<file path="src/hdl/csa_pkg.sv">
// Package with the encodings, field positions and timing counts of the compressed stack unit.
package csa_pkg;
  // ***************************************************************************
  // Opcode field positions and group patterns
  // ***************************************************************************
  localparam logic [3:0] GRP_SP_LDST = 4'h9;   // Bits 15:12 = 1001.
  localparam logic [3:0] GRP_LD_ADDR = 4'hA;   // Bits 15:12 = 1010.
  localparam logic [7:0] GRP_SP_ADJ = 8'hB0;   // Bits 15:8 = 1011_0000.
  localparam logic [3:0] GRP_PUSHPOP_HI = 4'hB;
  localparam logic [1:0] GRP_PUSHPOP_MID = 2'h2; // Bits 10:9 = 10.
  localparam int POS_LOAD = 11;
  localparam int POS_RD_LO = 8;
  localparam int POS_EXTRA = 8;
  localparam int POS_SIGN = 7;
  localparam int WORD_SHIFT = 2;
  localparam int NUM_LOW_REGS = 8;
  localparam logic [31:0] PC_AHEAD = 32'h0000_0004;
  localparam logic [31:0] WORD_BYTES = 32'h0000_0004;
  localparam logic [3:0] REG_LR = 4'hE;
  localparam logic [3:0] REG_PC = 4'hF;
  localparam logic [3:0] REG_SP = 4'hD;
  // ***************************************************************************
  // Cycle counts, matching the full-width equivalents
  // ***************************************************************************
  localparam logic [4:0] CYC_ALU = 5'h01;     // Address forms and stack adjust.
  localparam logic [4:0] CYC_STORE = 5'h02;   // Single store.
  localparam logic [4:0] CYC_LOAD = 5'h03;    // Single load.
  localparam logic [4:0] CYC_PC_REFILL = 5'h02; // Extra cycles after a PC load.
  // ***************************************************************************
  // Sequencer states
  // ***************************************************************************
  typedef enum logic [2:0] {
    ST_IDLE = 3'b000,
    ST_EXEC = 3'b001,
    ST_XFER = 3'b010,
    ST_WBACK = 3'b011,
    ST_WAIT = 3'b100
  } csa_state_t;
endpackage : csa_pkg

</file>
<file path="src/hdl/csa_xfer_if.sv">
// Interface carrying one memory transfer request between the unit and its transfer engine.
`timescale 1ns/1ps
`default_nettype none
interface csa_xfer_if;
  logic req;
  logic wr;
  logic [31:0] addr;
  logic [31:0] wdata;
  logic [3:0] reg_idx;
  logic done;
  logic [31:0] rdata;
  logic [3:0] rd_idx;
  modport master (output req, output wr, output addr, output wdata, output reg_idx,
    input done, input rdata, input rd_idx);
  modport engine (input req, input wr, input addr, input wdata, input reg_idx,
    output done, output rdata, output rd_idx);
endinterface : csa_xfer_if
`default_nettype wire
</file>
<file path="src/hdl/csa_unit.sv">
// Execute unit for SP-relative transfers, address forms, stack adjust and push/pop.
`timescale 1ns/1ps
`default_nettype none
module csa_unit (
  input wire logic I_REF_CLK,
  input wire logic I_RST_N,
  input wire logic I_INSTR_VALID,
  input wire logic [15:0] I_INSTR,
  input wire logic [31:0] I_INSTR_ADDR,
  input wire logic [31:0] I_SP,
  input wire logic [31:0] I_LR,
  input wire logic [31:0] I_RD_DATA,
  input wire logic [31:0] I_REG_LIST_DATA [csa_pkg::NUM_LOW_REGS],
  input wire logic [3:0] I_FLAGS,
  input wire logic I_MEM_ACK,
  input wire logic [31:0] I_MEM_RDATA,
  output logic O_BUSY,
  output logic O_DONE,
  output logic O_DECODED,
  output logic O_REG_WE,
  output logic [3:0] O_REG_IDX,
  output logic [31:0] O_REG_WDATA,
  output logic O_SP_WE,
  output logic [31:0] O_SP_WDATA,
  output logic O_BRANCH,
  output logic [31:0] O_BRANCH_ADDR,
  output logic [3:0] O_FLAGS,
  output logic O_MEM_REQ,
  output logic O_MEM_WR,
  output logic [31:0] O_MEM_ADDR,
  output logic [31:0] O_MEM_WDATA
);
  import csa_pkg::*;
  csa_xfer_if xf ();
  csa_state_t state_r;
  logic [15:0] ins_r;
  logic [31:0] addr_r;
  logic [31:0] new_sp_r;
  logic [31:0] pc_r;
  logic [7:0] list_r;
  logic extra_r;
  logic load_r;
  logic single_r;
  logic [4:0] wait_r;
  logic [31:0] regs_r [NUM_LOW_REGS];
  logic [31:0] lr_r;
  logic [31:0] rd_data_r;
  // ***************************************************************************
  // Decode
  // ***************************************************************************
  logic is_ldst;
  logic is_addr;
  logic is_adj;
  logic is_pp;
  logic [31:0] imm_w;
  logic [31:0] adj_w;
  logic [31:0] pc_src;
  logic [3:0] cnt_w;
  assign is_ldst = I_INSTR[15:12] == GRP_SP_LDST;
  assign is_addr = I_INSTR[15:12] == GRP_LD_ADDR;
  assign is_adj = I_INSTR[15:8] == GRP_SP_ADJ;
  assign is_pp = (I_INSTR[15:12] == GRP_PUSHPOP_HI) && (I_INSTR[10:9] == GRP_PUSHPOP_MID);
  // Offset field in words becomes a word-aligned byte offset.
  assign imm_w = {22'h0, I_INSTR[7:0], 2'h0};
  // Seven-bit magnitude in words of the held instruction, at most 127 words or 508 bytes.
  assign adj_w = {23'h0, ins_r[6:0], 2'h0};
  // PC reads four bytes ahead with bit 1 cleared.
  assign pc_src = (I_INSTR_ADDR + PC_AHEAD) & ~32'h0000_0002;
  // Number of words moved by push or pop, low list plus the optional extra.
  always_comb begin
    cnt_w = {3'h0, I_INSTR[POS_EXTRA]};
    for (int i = 0; i < NUM_LOW_REGS; i++) begin
      cnt_w = cnt_w + {3'h0, I_INSTR[i]};
    end
  end
  // ***************************************************************************
  // Sequencer
  // ***************************************************************************
  logic [2:0] next_reg;
  logic list_empty;
  always_comb begin
    next_reg = 3'h0;
    for (int i = NUM_LOW_REGS - 1; i >= 0; i--) begin
      if (list_r[i]) begin
        next_reg = 3'(i);
      end
    end
  end
  assign list_empty = list_r == 8'h00;
  // Main state machine: one instruction at a time, transfers in ascending order.
  always_ff @(posedge I_REF_CLK) begin
    if (!I_RST_N) begin
      state_r <= ST_IDLE;
      ins_r <= 16'h0000;
      addr_r <= 32'h0000_0000;
      new_sp_r <= 32'h0000_0000;
      pc_r <= 32'h0000_0000;
      list_r <= 8'h00;
      extra_r <= 1'b0;
      load_r <= 1'b0;
      single_r <= 1'b0;
      wait_r <= 5'h00;
      lr_r <= 32'h0000_0000;
      rd_data_r <= 32'h0000_0000;
      xf.req <= 1'b0;
      xf.wr <= 1'b0;
      xf.addr <= 32'h0000_0000;
      xf.wdata <= 32'h0000_0000;
      xf.reg_idx <= 4'h0;
      for (int i = 0; i < NUM_LOW_REGS; i++) begin
        regs_r[i] <= 32'h0000_0000;
      end
    end else begin
      xf.req <= 1'b0;
      case (state_r)
        ST_IDLE: begin
          if (I_INSTR_VALID && (is_ldst || is_addr || is_adj || is_pp)) begin
            ins_r <= I_INSTR;
            pc_r <= pc_src;
            load_r <= I_INSTR[POS_LOAD];
            lr_r <= I_LR;
            rd_data_r <= I_RD_DATA;
            for (int i = 0; i < NUM_LOW_REGS; i++) begin
              regs_r[i] <= I_REG_LIST_DATA[i];
            end
            wait_r <= CYC_ALU;
            state_r <= ST_EXEC;
            single_r <= is_ldst;
            list_r <= is_pp ? I_INSTR[7:0] : 8'h00;
            extra_r <= is_pp && I_INSTR[POS_EXTRA];
            if (is_ldst) begin
              addr_r <= I_SP + imm_w;
              new_sp_r <= I_SP;
            end else if (is_pp && !I_INSTR[POS_LOAD]) begin
              // Full descending: lowest word sits count words below SP.
              addr_r <= I_SP - {26'h0, cnt_w, 2'h0};
              new_sp_r <= I_SP - {26'h0, cnt_w, 2'h0};
            end else if (is_pp) begin
              addr_r <= I_SP;
              new_sp_r <= I_SP + {26'h0, cnt_w, 2'h0};
            end else begin
              // Address forms and stack adjust start from the unmodified SP.
              addr_r <= I_SP;
              new_sp_r <= I_SP;
            end
          end
        end
        ST_EXEC: begin
          if (single_r) begin
            xf.req <= 1'b1;
            xf.wr <= !load_r;
            xf.addr <= addr_r;
            xf.wdata <= rd_data_r;
            xf.reg_idx <= {1'b0, ins_r[10:8]};
            single_r <= 1'b0;
            state_r <= ST_XFER;
          end else if (ins_r[15:12] == GRP_PUSHPOP_HI && ins_r[10:9] == GRP_PUSHPOP_MID) begin
            state_r <= ST_XFER;
          end else if (wait_r > 5'h01) begin
            wait_r <= wait_r - 5'h01;
          end else begin
            state_r <= ST_IDLE;
          end
        end
        ST_XFER: begin
          if (!xf.req && (xf.done || !ins_r[12] || ins_r[15:12] != GRP_SP_LDST)) begin
            if (ins_r[15:12] == GRP_SP_LDST) begin
              if (xf.done) begin
                state_r <= ST_WBACK;
              end
            end else if (!list_empty) begin
              // Lowest listed register first, at the lowest address.
              xf.req <= 1'b1;
              xf.wr <= !load_r;
              xf.addr <= addr_r;
              xf.wdata <= regs_r[next_reg];
              xf.reg_idx <= {1'b0, next_reg};
              list_r[next_reg] <= 1'b0;
              addr_r <= addr_r + WORD_BYTES;
              state_r <= ST_WAIT;
            end else if (extra_r) begin
              // The extra word takes the highest address.
              xf.req <= 1'b1;
              xf.wr <= !load_r;
              xf.addr <= addr_r;
              xf.wdata <= lr_r;
              xf.reg_idx <= load_r ? REG_PC : REG_LR;
              extra_r <= 1'b0;
              addr_r <= addr_r + WORD_BYTES;
              state_r <= ST_WAIT;
            end else begin
              state_r <= ST_WBACK;
            end
          end
        end
        ST_WAIT: begin
          if (xf.done) begin
            state_r <= ST_XFER;
          end
        end
        ST_WBACK: begin
          state_r <= ST_IDLE;
        end
        default: begin
          state_r <= ST_IDLE;
        end
      endcase
    end
  end
  // ***************************************************************************
  // Result outputs
  // ***************************************************************************
  // Register and SP writes, branch and completion flags, all registered.
  always_ff @(posedge I_REF_CLK) begin
    if (!I_RST_N) begin
      O_REG_WE <= 1'b0;
      O_REG_IDX <= 4'h0;
      O_REG_WDATA <= 32'h0000_0000;
      O_SP_WE <= 1'b0;
      O_SP_WDATA <= 32'h0000_0000;
      O_BRANCH <= 1'b0;
      O_BRANCH_ADDR <= 32'h0000_0000;
      O_DONE <= 1'b0;
    end else begin
      O_REG_WE <= 1'b0;
      O_SP_WE <= 1'b0;
      O_BRANCH <= 1'b0;
      O_DONE <= 1'b0;
      if (state_r == ST_EXEC && wait_r == 5'h01 && !single_r
          && ins_r[15:12] == GRP_LD_ADDR) begin
        O_REG_WE <= 1'b1;
        O_REG_IDX <= {1'b0, ins_r[10:8]};
        if (ins_r[POS_LOAD]) begin
          O_REG_WDATA <= new_sp_r + {22'h0, ins_r[7:0], 2'h0};
        end else begin
          O_REG_WDATA <= pc_r + {22'h0, ins_r[7:0], 2'h0};
        end
        O_DONE <= 1'b1;
      end
      if (state_r == ST_EXEC && wait_r == 5'h01 && ins_r[15:8] == GRP_SP_ADJ) begin
        O_SP_WE <= 1'b1;
        if (ins_r[POS_SIGN]) begin
          O_SP_WDATA <= new_sp_r - adj_w;
        end else begin
          O_SP_WDATA <= new_sp_r + adj_w;
        end
        O_DONE <= 1'b1;
      end
      // Loaded words go to the register file; a loaded PC becomes a branch.
      if (xf.done && load_r) begin
        if (xf.rd_idx == REG_PC) begin
          O_BRANCH <= 1'b1;
          O_BRANCH_ADDR <= xf.rdata;
        end else begin
          O_REG_WE <= 1'b1;
          O_REG_IDX <= xf.rd_idx;
          O_REG_WDATA <= xf.rdata;
        end
      end
      // SP is written back after the last transfer of a push or pop.
      if (state_r == ST_WBACK) begin
        O_DONE <= 1'b1;
        if (ins_r[15:12] == GRP_PUSHPOP_HI) begin
          O_SP_WE <= 1'b1;
          O_SP_WDATA <= new_sp_r;
        end
      end
    end
  end
  // Flags pass through untouched; none of these instructions sets them.
  always_ff @(posedge I_REF_CLK) begin
    if (!I_RST_N) begin
      O_FLAGS <= 4'h0;
    end else begin
      O_FLAGS <= I_FLAGS;
    end
  end
  // Busy and decode status.
  always_ff @(posedge I_REF_CLK) begin
    if (!I_RST_N) begin
      O_BUSY <= 1'b0;
      O_DECODED <= 1'b0;
    end else begin
      O_BUSY <= (state_r != ST_IDLE) || (I_INSTR_VALID && (is_ldst || is_addr || is_adj || is_pp));
      O_DECODED <= state_r == ST_IDLE && I_INSTR_VALID && (is_ldst || is_addr || is_adj || is_pp);
    end
  end
  // ***************************************************************************
  // Memory transfer engine
  // ***************************************************************************
  csa_xfer_engine u_eng (
    .clk(I_REF_CLK),
    .rst_n(I_RST_N),
    .xf(xf.engine),
    .mem_req(O_MEM_REQ),
    .mem_wr(O_MEM_WR),
    .mem_addr(O_MEM_ADDR),
    .mem_wdata(O_MEM_WDATA),
    .mem_ack(I_MEM_ACK),
    .mem_rdata(I_MEM_RDATA)
  );
endmodule : csa_unit
`default_nettype wire

</file>
<file path="src/hdl/csa_xfer_engine.sv">
// Memory transfer engine that drives the memory port and returns loaded words.
`timescale 1ns/1ps
`default_nettype none
module csa_xfer_engine (
  input wire logic clk,
  input wire logic rst_n,
  csa_xfer_if.engine xf,
  output logic mem_req,
  output logic mem_wr,
  output logic [31:0] mem_addr,
  output logic [31:0] mem_wdata,
  input wire logic mem_ack,
  input wire logic [31:0] mem_rdata
);
  import csa_pkg::*;
  logic busy_r;
  logic [3:0] idx_r;
  // ***************************************************************************
  // Request hold and completion
  // ***************************************************************************
  // One request is held on the memory port until the memory acknowledges it.
  always_ff @(posedge clk) begin
    if (!rst_n) begin
      busy_r <= 1'b0;
      idx_r <= 4'h0;
      mem_req <= 1'b0;
      mem_wr <= 1'b0;
      mem_addr <= 32'h0000_0000;
      mem_wdata <= 32'h0000_0000;
    end else if (!busy_r && xf.req) begin
      busy_r <= 1'b1;
      idx_r <= xf.reg_idx;
      mem_req <= 1'b1;
      mem_wr <= xf.wr;
      mem_addr <= xf.addr;
      mem_wdata <= xf.wdata;
    end else if (busy_r && mem_ack) begin
      busy_r <= 1'b0;
      mem_req <= 1'b0;
    end
  end
  // Completion pulse with the loaded word and its destination register.
  always_ff @(posedge clk) begin
    if (!rst_n) begin
      xf.done <= 1'b0;
      xf.rdata <= 32'h0000_0000;
      xf.rd_idx <= 4'h0;
    end else begin
      xf.done <= busy_r && mem_ack;
      if (busy_r && mem_ack) begin
        xf.rdata <= mem_rdata;
        xf.rd_idx <= idx_r;
      end
    end
  end
endmodule : csa_xfer_engine
`default_nettype wire

</file>
<file path="config.mk">
export PLATFORM = sky130hd
export DESIGN_NAME = csa_unit
export DESIGN_NICKNAME = d
export VERILOG_FILES = /design/src/hdl/csa_pkg.sv /design/src/hdl/csa_xfer_if.sv /design/src/hdl/csa_unit.sv /design/src/hdl/csa_xfer_engine.sv
export SDC_FILE = /design/constraint.sdc
export NUM_CORES = 2
export LEC_CHECK = 0
export BUFFER_PORTS_ARGS = -buffer_cell sky130_fd_sc_hd__buf_2
export CAP_MARGIN = 20
export CELL_PAD_IN_SITES_DETAIL_PLACEMENT = 1
export CELL_PAD_IN_SITES_GLOBAL_PLACEMENT = 1
export CORE_ASPECT_RATIO = 1.75
export CORE_UTILIZATION = 26
export CTS_BUF_LIST = sky130_fd_sc_hd__clkbuf_8 sky130_fd_sc_hd__clkbuf_16
export DETAILED_ROUTE_END_ITERATION = 16
export PLACE_DENSITY = 0.52
export SLEW_MARGIN = 25
export SYNTH_ARGS = -nofsm -noshare
export SYNTH_HDL_FRONTEND = slang
export SYNTH_SLANG_ARGS = --single-unit
</file>
<file path="constraint.sdc">
create_clock -name I_REF_CLK -period 9.85 [get_ports I_REF_CLK]
set_clock_uncertainty 0.2 [all_clocks]
set_input_delay 1.97 -clock I_REF_CLK [delete_from_list [all_inputs] [get_ports I_REF_CLK]]
set_output_delay 1.97 -clock I_REF_CLK [all_outputs]
set_load 0.03 [all_outputs]
</file>
# --- After elaboration in Yosys (flattened, before gate mapping) ---
# Memory sizes are Yosys's and may differ from the RTL's.
# Index checks and enable logic that the tools add are counted.
totals:
  word_cells: 259
  mem_bits_rw: 256
  out_inout_bits: 176
  mem_count: 1
  regBits: 481
  inputBits: 440
memory_table:
  columns: ["name", "depth", "width", "read_ports", "rd_ports_with_merged_regs", "wr", "line_no", "source"]
  rows:
  - ["regs_r", 8, 32, 1, 0, 8, "csa_unit.sv:45", "logic [31:0] regs_r [NUM_LOW_REGS];"]
classes:
  order_cmp: 3
  n_mux: 116
  reduce_logical: 45
  bitwise: 10
  n_addsub: 18
  n_eq_ne: 30
ops:
  columns: ["operator", "n"]
  rows:
  - ["32-bit two-way mux", 36]
  - ["32-bit case mux with 2 select lines", 3]
  - ["32-bit by 10-bit adder with 32-bit output", 3]
  - ["32-bit by 3-bit adder with 32-bit output, second input constant", 2]
  - ["3-bit two-way mux", 18]
  - ["8-bit two-way mux", 5]
  - ["1-bit two-way mux", 33]
  - ["32-bit by 6-bit adder with 32-bit output", 1]
  - ["32-bit by 9-bit adder with 32-bit output", 1]
  - ["4-bit two-way mux", 8]
  - ["32-bit by 6-bit subtractor with 32-bit output", 1]
  - ["32-bit by 9-bit subtractor with 32-bit output", 1]
  - ["5-bit AND reduction", 6]
  - ["4-bit equality test, second input constant", 7]
  - ["4-bit by 1-bit adder with 4-bit output", 5]
  - ["5-bit two-way mux", 4]
  - ["2-bit != test, second input constant", 9]
  - ["8-bit equality test, second input constant", 2]
  - ["1-bit logical AND", 16]
  - ["8-bit case mux with 2 select lines", 1]
  - ["3-bit case mux with 4 select lines", 1]
  - ["5-bit case mux with 2 select lines", 1]
  - ["8-bit bitwise AND", 1]
  - ["8-bit logical NOT", 1]
  - ["other kinds (27)", 56]

# --- Logic depth before layout (Yosys ltp) ---
logic_depth:
  depth_word: 18
  depth_mapped: 19
  depth_no_buf: 18

# --- Cells and area by module ---
# A second synthesis with hierarchy kept.
unflattened:
  cells_unflattened: 3953
  area_unflattened_um2: 35987.0
by_module_without_submodules:
  columns: ["mod", "area_per_inst_um2", "n_inst", "cells_each", "seq_area_each_um2"]
  rows:
  - ["csa_unit", 31819.3, 1, 3487, 15154.5]
  - ["csa_xfer_engine", 4167.7, 1, 466, 2142.1]

# --- Worst setup path after synthesis ---
# Ideal clock, no wire load.
synth_timing:
  path_kind: "in2reg"
  from: "in I_INSTR[11]"
  to: "mem regs_r[0][0], enable pin"
  path_slack_ps: 965
  required_time_ps: 9042
  setup_time_ps: 608
  stages: 7
  path_buffers: 2
  arrival_time_ps: 8077
  path_cell_list: "buf_2 > o21ba_2 > o211ai_1 > and3_1 > clkbuf_1 > nor2_1 > inv_1"
synth_lines:
  columns: ["item", "line_no", "source"]
  rows:
  - ["from (decl)", "csa_unit.sv:8", "input wire logic [15:0] I_INSTR,"]
  - ["to (decl)", "csa_unit.sv:45", null]

# --- Final worst setup path ---
layout_timing:
  from: "in I_INSTR[1]"
  to: "reg addr_r[31]"
layout_via:
  elab_chain_len: 12
  word_cells_on_any_way: 13
  classes_between: "add/sub (9); mux (4)"
layout_rtl:
  columns: ["item", "line_no", "source"]
  rows:
  - ["2-bit by 1-bit adder with 3-bit output", "csa_unit.sv:73", "cnt_w = cnt_w + {3'h0, I_INSTR[i]};"]
  - ["3-bit by 1-bit adder with 4-bit output", "csa_unit.sv:73", null]
  - ["4-bit by 1-bit adder with 4-bit output (5 in a row)", "csa_unit.sv:73", null]
  - ["32-bit by 6-bit subtractor with 32-bit output", "csa_unit.sv:136", "addr_r <= I_SP - {26'h0, cnt_w, 2'h0};"]
  - ["32-bit two-way mux", "csa_unit.sv:134", "end else if (is_pp && !I_INSTR[POS_LOAD]) begin"]
  - ["32-bit two-way mux *", "csa_unit.sv:131", "if (is_ldst) begin"]
  - ["32-bit two-way mux *", "csa_unit.sv:117", "if (I_INSTR_VALID && (is_ldst || is_addr || is_adj || is_pp)) begin"]
  - ["32-bit case mux with 2 select lines *", "csa_unit.sv:115", "case (state_r)"]
  - ["to (signal assigned)", "csa_unit.sv:132", "addr_r <= I_SP + imm_w;"]
  - ["to (signal assigned)", "csa_unit.sv:136", null]
  - ["to (signal assigned)", "csa_unit.sv:179", "addr_r <= addr_r + WORD_BYTES;"]
  - ["to (decl)", "csa_unit.sv:37", "logic [31:0] addr_r;"]
# Mark *: on every way between the ends. The rest lies on a longest branch, timed or not. The select of a mux whose other input is x is not followed.
# A chain may end at the register's enable or synchronous reset.

==> metrics.json <==
{
  "outcome": {
    "run_status": "complete, no violations"
  },
  "yosys": {
    "yosysSeqAreaShare": 0.487,
    "synth-seq-cells": 736,
    "synth_fp_nets": 4432,
    "ys_dominant_reg_cell": "sky130_fd_sc_hd__dfxtp_1",
    "yosys_warnings": 0,
    "cell_area_synth_um2": 35500,
    "async_set_reset_flop_share_out_of_synthesis": 0,
    "synth_enable_flop_cells": 256,
    "synth_cell_type_count": 84,
    "synthCells": 3920,
    "average_size_of_a_mapped_cell_um2": 9.06
  },
  "clock_tree": {
    "cts.sinks": 736,
    "cts_resized": 0,
    "postcts_setup_bufs": 0,
    "htree_levels": 3,
    "clockBufferDepth": 3,
    "cts-buffers-inserted": 82,
    "postCtsHoldBufs": 0,
    "worstSkewPairLatency_ps": 690,
    "path_clk_slew_ps": 60,
    "clock-root-buffer": "sky130_fd_sc_hd__clkbuf_16",
    "cts_tree": "yes"
  },
  "timing": {
    "max_freq_mhz": 143,
    "post-route-period-util": 0.710,
    "worst_slew_pin_slew_ps": 1110,
    "fin_tns_setup_ps": 0,
    "setup_viol_count_final": 0,
    "rsz0062_at_grt": "no",
    "timing.max_slew.rel_slack": 0.262,
    "finalWorstPathRequiredPeriod_ps": 6990,
    "final_max_slew_viol_count": 0,
    "final.setup.worst_slack_ps": 2860,
    "final_hold_viol_count": 0
  },
  "grt": {
    "grt_start_max_net_pins": 241,
    "overall_fraction_of_global_route_tracks_in_use": 0.229,
    "antenna_found_initial": 75,
    "grt_first_pass_wirelength_um": 231000,
    "number_of_global_route_vias_before_repair": 33116,
    "grt_overflow_total": 0
  },
  "cells_and_area": {
    "final_net_count": 4888,
    "commonest_cells_after_routing_fill_and_taps_aside": "666 x sky130_fd_sc_hd__nand2_1, 613 x sky130_fd_sc_hd__buf_2, 479 x sky130_fd_sc_hd__dfxtp_1",
    "post-route-cell-area_um2": 43200,
    "post_route_cells_drive_above_1_share": 0.197,
    "multi_input_area_um2": 16900,
    "syn_to_final_growth_pct": 21.8,
    "num-fill-cells": 15894,
    "mostFrequentLayoutCell": "sky130_fd_sc_hd__nand2_1",
    "layout.area.seq_um2": 17300
  },
  "detailed_routing": {
    "detailedRoute.firstPassIterationCount": 9,
    "routed_wirelength_um": 162000,
    "detail_route.drc_violations": 0,
    "avgRoutedWirePerCell_um": 25.8,
    "post_detailed_route_via_to_cell_ratio": 5.10,
    "via_count": 32012,
    "post_route_ant_nets": 0,
    "drt_iter0_markers": 1629
  },
  "critical_path": {
    "worst_setup_path_start_kind": "input port",
    "critical_path_at_ps": 7430,
    "slowest_stage": "sky130_fd_sc_hd__fa_1",
    "critPathRequiredTime_ps": 10290,
    "critical_path.cell_chain": "buf_2 -> inv_1 -> fa_1 -> fa_1 -> fa_1 -> fa_1 -> fa_1 -> xnor2_1 -> ha_1 -> inv_1 -> a21oi_1 -> o2111ai_1 -> or2_2 -> nor3_1 -> a21oi_1 -> xnor2_1 -> a22o_1",
    "startpoint_to_endpoint_class_of_the_critical_path": "input port to flop",
    "crit_fanout": 5,
    "cp_slowest_stage_delay_ps": 510,
    "timing.critical_path.mode_cell": "sky130_fd_sc_hd__fa_1",
    "kind_of_end_point_of_the_critical_path": "flop"
  },
  "place": {
    "dp_hpwl_um": 119000,
    "placed_standard_cell_area_um2": 40300,
    "place_worst_setup_slack_ps": 2140,
    "port-buffer-count": 614,
    "gp_congestion": 0.874
  },
  "die": {
    "design.core.area_um2": 136000,
    "dieArea_um2": 138000,
    "rows": 179,
    "die_y_um": 491,
    "boundaryPins": 616,
    "effective_utilization_at_floorplan": 0.262,
    "die_w_um": 281
  },
  "power_and_ir_drop": {
    "powerDensity_nw_per_um2": 169,
    "totalPowerFinal_mw": 7.30,
    "worst_ir_drop_vdd_v": 0.000134,
    "p_leak_nw": 16.9
  },
  "run": {
    "timing.max_cap.violations": 0
  },
  "min_path": {
    "worst_hold_path_type": "flop to flop"
  }
}
registers in the layout (all words and copies together) (netlist names), 3 cells and up, named ones only:
signal	cells
xf.wdata	32
O_BRANCH_ADDR	32
xf.addr	32
addr_r	32
O_REG_WDATA	32
lr_r	32
pc_r	31
wait_r	5
list_r	8
xf.reg_idx	4
O_SP_WDATA	30
u_eng.xf.rdata	32
state_r	3
regs_r	256
u_eng.idx_r	4
O_FLAGS	4
u_eng.mem_addr	32
rd_data_r	32
O_REG_IDX	4
ins_r	16
u_eng.xf.rd_idx	4
u_eng.mem_wdata	32
new_sp_r	32
worst max-delay path: cells and delay by family:
family / cells / cell delay (ps)
buf+inv: 3 / 370
compound gates: 4 / 1190
xor+xnor: 2 / 530
fa+ha+maj: 6 / 2640
simple gates: 2 / 720
final timing paths:
kind / endpoint / slack [ps] / from / depth (start not counted)
worst min-delay path: new_sp_r[28] / 250 / new_sp_r[28] / 2
worst min register to register: new_sp_r[28] / 250 / new_sp_r[28] / 2
worst max-delay path: addr_r[31] / 2860 / I_INSTR[1] / 17
worst max register to register: xf.reg_idx[1] / 5120 / state_r[1] / 10
stage by stage:
step           hold WS, ps  std cells  utilization
6_report               248       6277        0.319
5_1_grt                266       6267        0.318
4_1_cts                244       6251        0.318
3_5_place_dp           243       6101        0.297
3_3_place_gp           240       6101        0.297
2_1_floorplan          229       3920            -
layer usage:
layer | vias up | global-route usage | routed length, µm | part of all wire
li1 | 15053 | - | - | -
met1 | 15625 | 0.220 | 55200 | 0.34
met2 | 876 | 0.432 | 85500 | 0.53
met3 | 360 | 0.0626 | 10600 | 0.065
met4 | 98 | 0.130 | 9970 | 0.062
met5 | - | 0 | 614 | 0.0038
synth_stat cells, types with 9 or more instances:
library cell               instances  share of area
sky130_fd_sc_hd__nor2b_1          20         0.0035
sky130_fd_sc_hd__nor3_1           48         0.0068
sky130_fd_sc_hd__xnor2_1          77          0.019
sky130_fd_sc_hd__a221oi_1         21         0.0052
sky130_fd_sc_hd__nand2_1         670          0.071
sky130_fd_sc_hd__o211a_1          16         0.0045
sky130_fd_sc_hd__a31oi_1          41         0.0072
sky130_fd_sc_hd__edfxtp_1        256           0.22
sky130_fd_sc_hd__nand4_1          35         0.0062
sky130_fd_sc_hd__a21o_1           21         0.0044
sky130_fd_sc_hd__o221ai_1         40         0.0099
sky130_fd_sc_hd__clkbuf_1        265          0.028
sky130_fd_sc_hd__o21ai_0         186          0.026
sky130_fd_sc_hd__mux2_2           10         0.0032
sky130_fd_sc_hd__and3_1          214          0.038
sky130_fd_sc_hd__a22oi_1          24         0.0051
sky130_fd_sc_hd__or2_2             9         0.0016
sky130_fd_sc_hd__dfxtp_1         480           0.27
sky130_fd_sc_hd__a311oi_1         20         0.0049
sky130_fd_sc_hd__buf_2            23         0.0032
sky130_fd_sc_hd__a211oi_1         45         0.0095
sky130_fd_sc_hd__or3_1            17         0.0030
sky130_fd_sc_hd__o21a_1           11         0.0023
sky130_fd_sc_hd__mux2i_1         118          0.033
sky130_fd_sc_hd__buf_1            17         0.0018
sky130_fd_sc_hd__nand3_1          81          0.011
sky130_fd_sc_hd__ha_1             62          0.022
sky130_fd_sc_hd__nor2_1          173          0.018
sky130_fd_sc_hd__fa_1             10         0.0056
sky130_fd_sc_hd__o21bai_1          9         0.0019
sky130_fd_sc_hd__o211ai_1         27         0.0057
sky130_fd_sc_hd__nor4_1           18         0.0032
sky130_fd_sc_hd__inv_1            57         0.0060
sky130_fd_sc_hd__nand2b_1         13         0.0023
sky130_fd_sc_hd__xor2_1           60          0.015
sky130_fd_sc_hd__a22o_1           42          0.010
sky130_fd_sc_hd__a21oi_1         428          0.060
sky130_fd_sc_hd__o22ai_1          61          0.011
sky130_fd_sc_hd__and2_1           82          0.014
report_power, final:
group	total (mW)	internal, mW	leakage, nW	switching [mW]
combinational	0.743	0.275	8.85	0.469
clock	3.28	1.86	1.45	1.42
sequential	3.28	3.23	6.56	0.0480
final cells by class:
type	instances	share of cell area
Clock inverter	57	0.0137
Inverter	58	0.00538
Tap cell	1810	0.0524
Multi-Input combinational cell	2819	0.392
Clock buffer	93	0.0512
Sequential cell	736	0.400
Antenna cell	25	0.00145
Timing Repair Buffer	679	0.0839
cell families (layout without fill, tap and decap cells):
group,count (synthesis),after routing,share of synthesized area
AOI/OAI and AO/OA,1054,1054,0.184
buffers and inverters,365,887,0.0398
xor gates and xnor gates,137,137,0.0338
muxes,128,128,0.0364
adders and majority gates,72,72,0.0275
DFF,736,736,0.487
and+or+nand+nor,1428,1428,0.192
other,0,25,0
(Power assumes the default switching activity.)
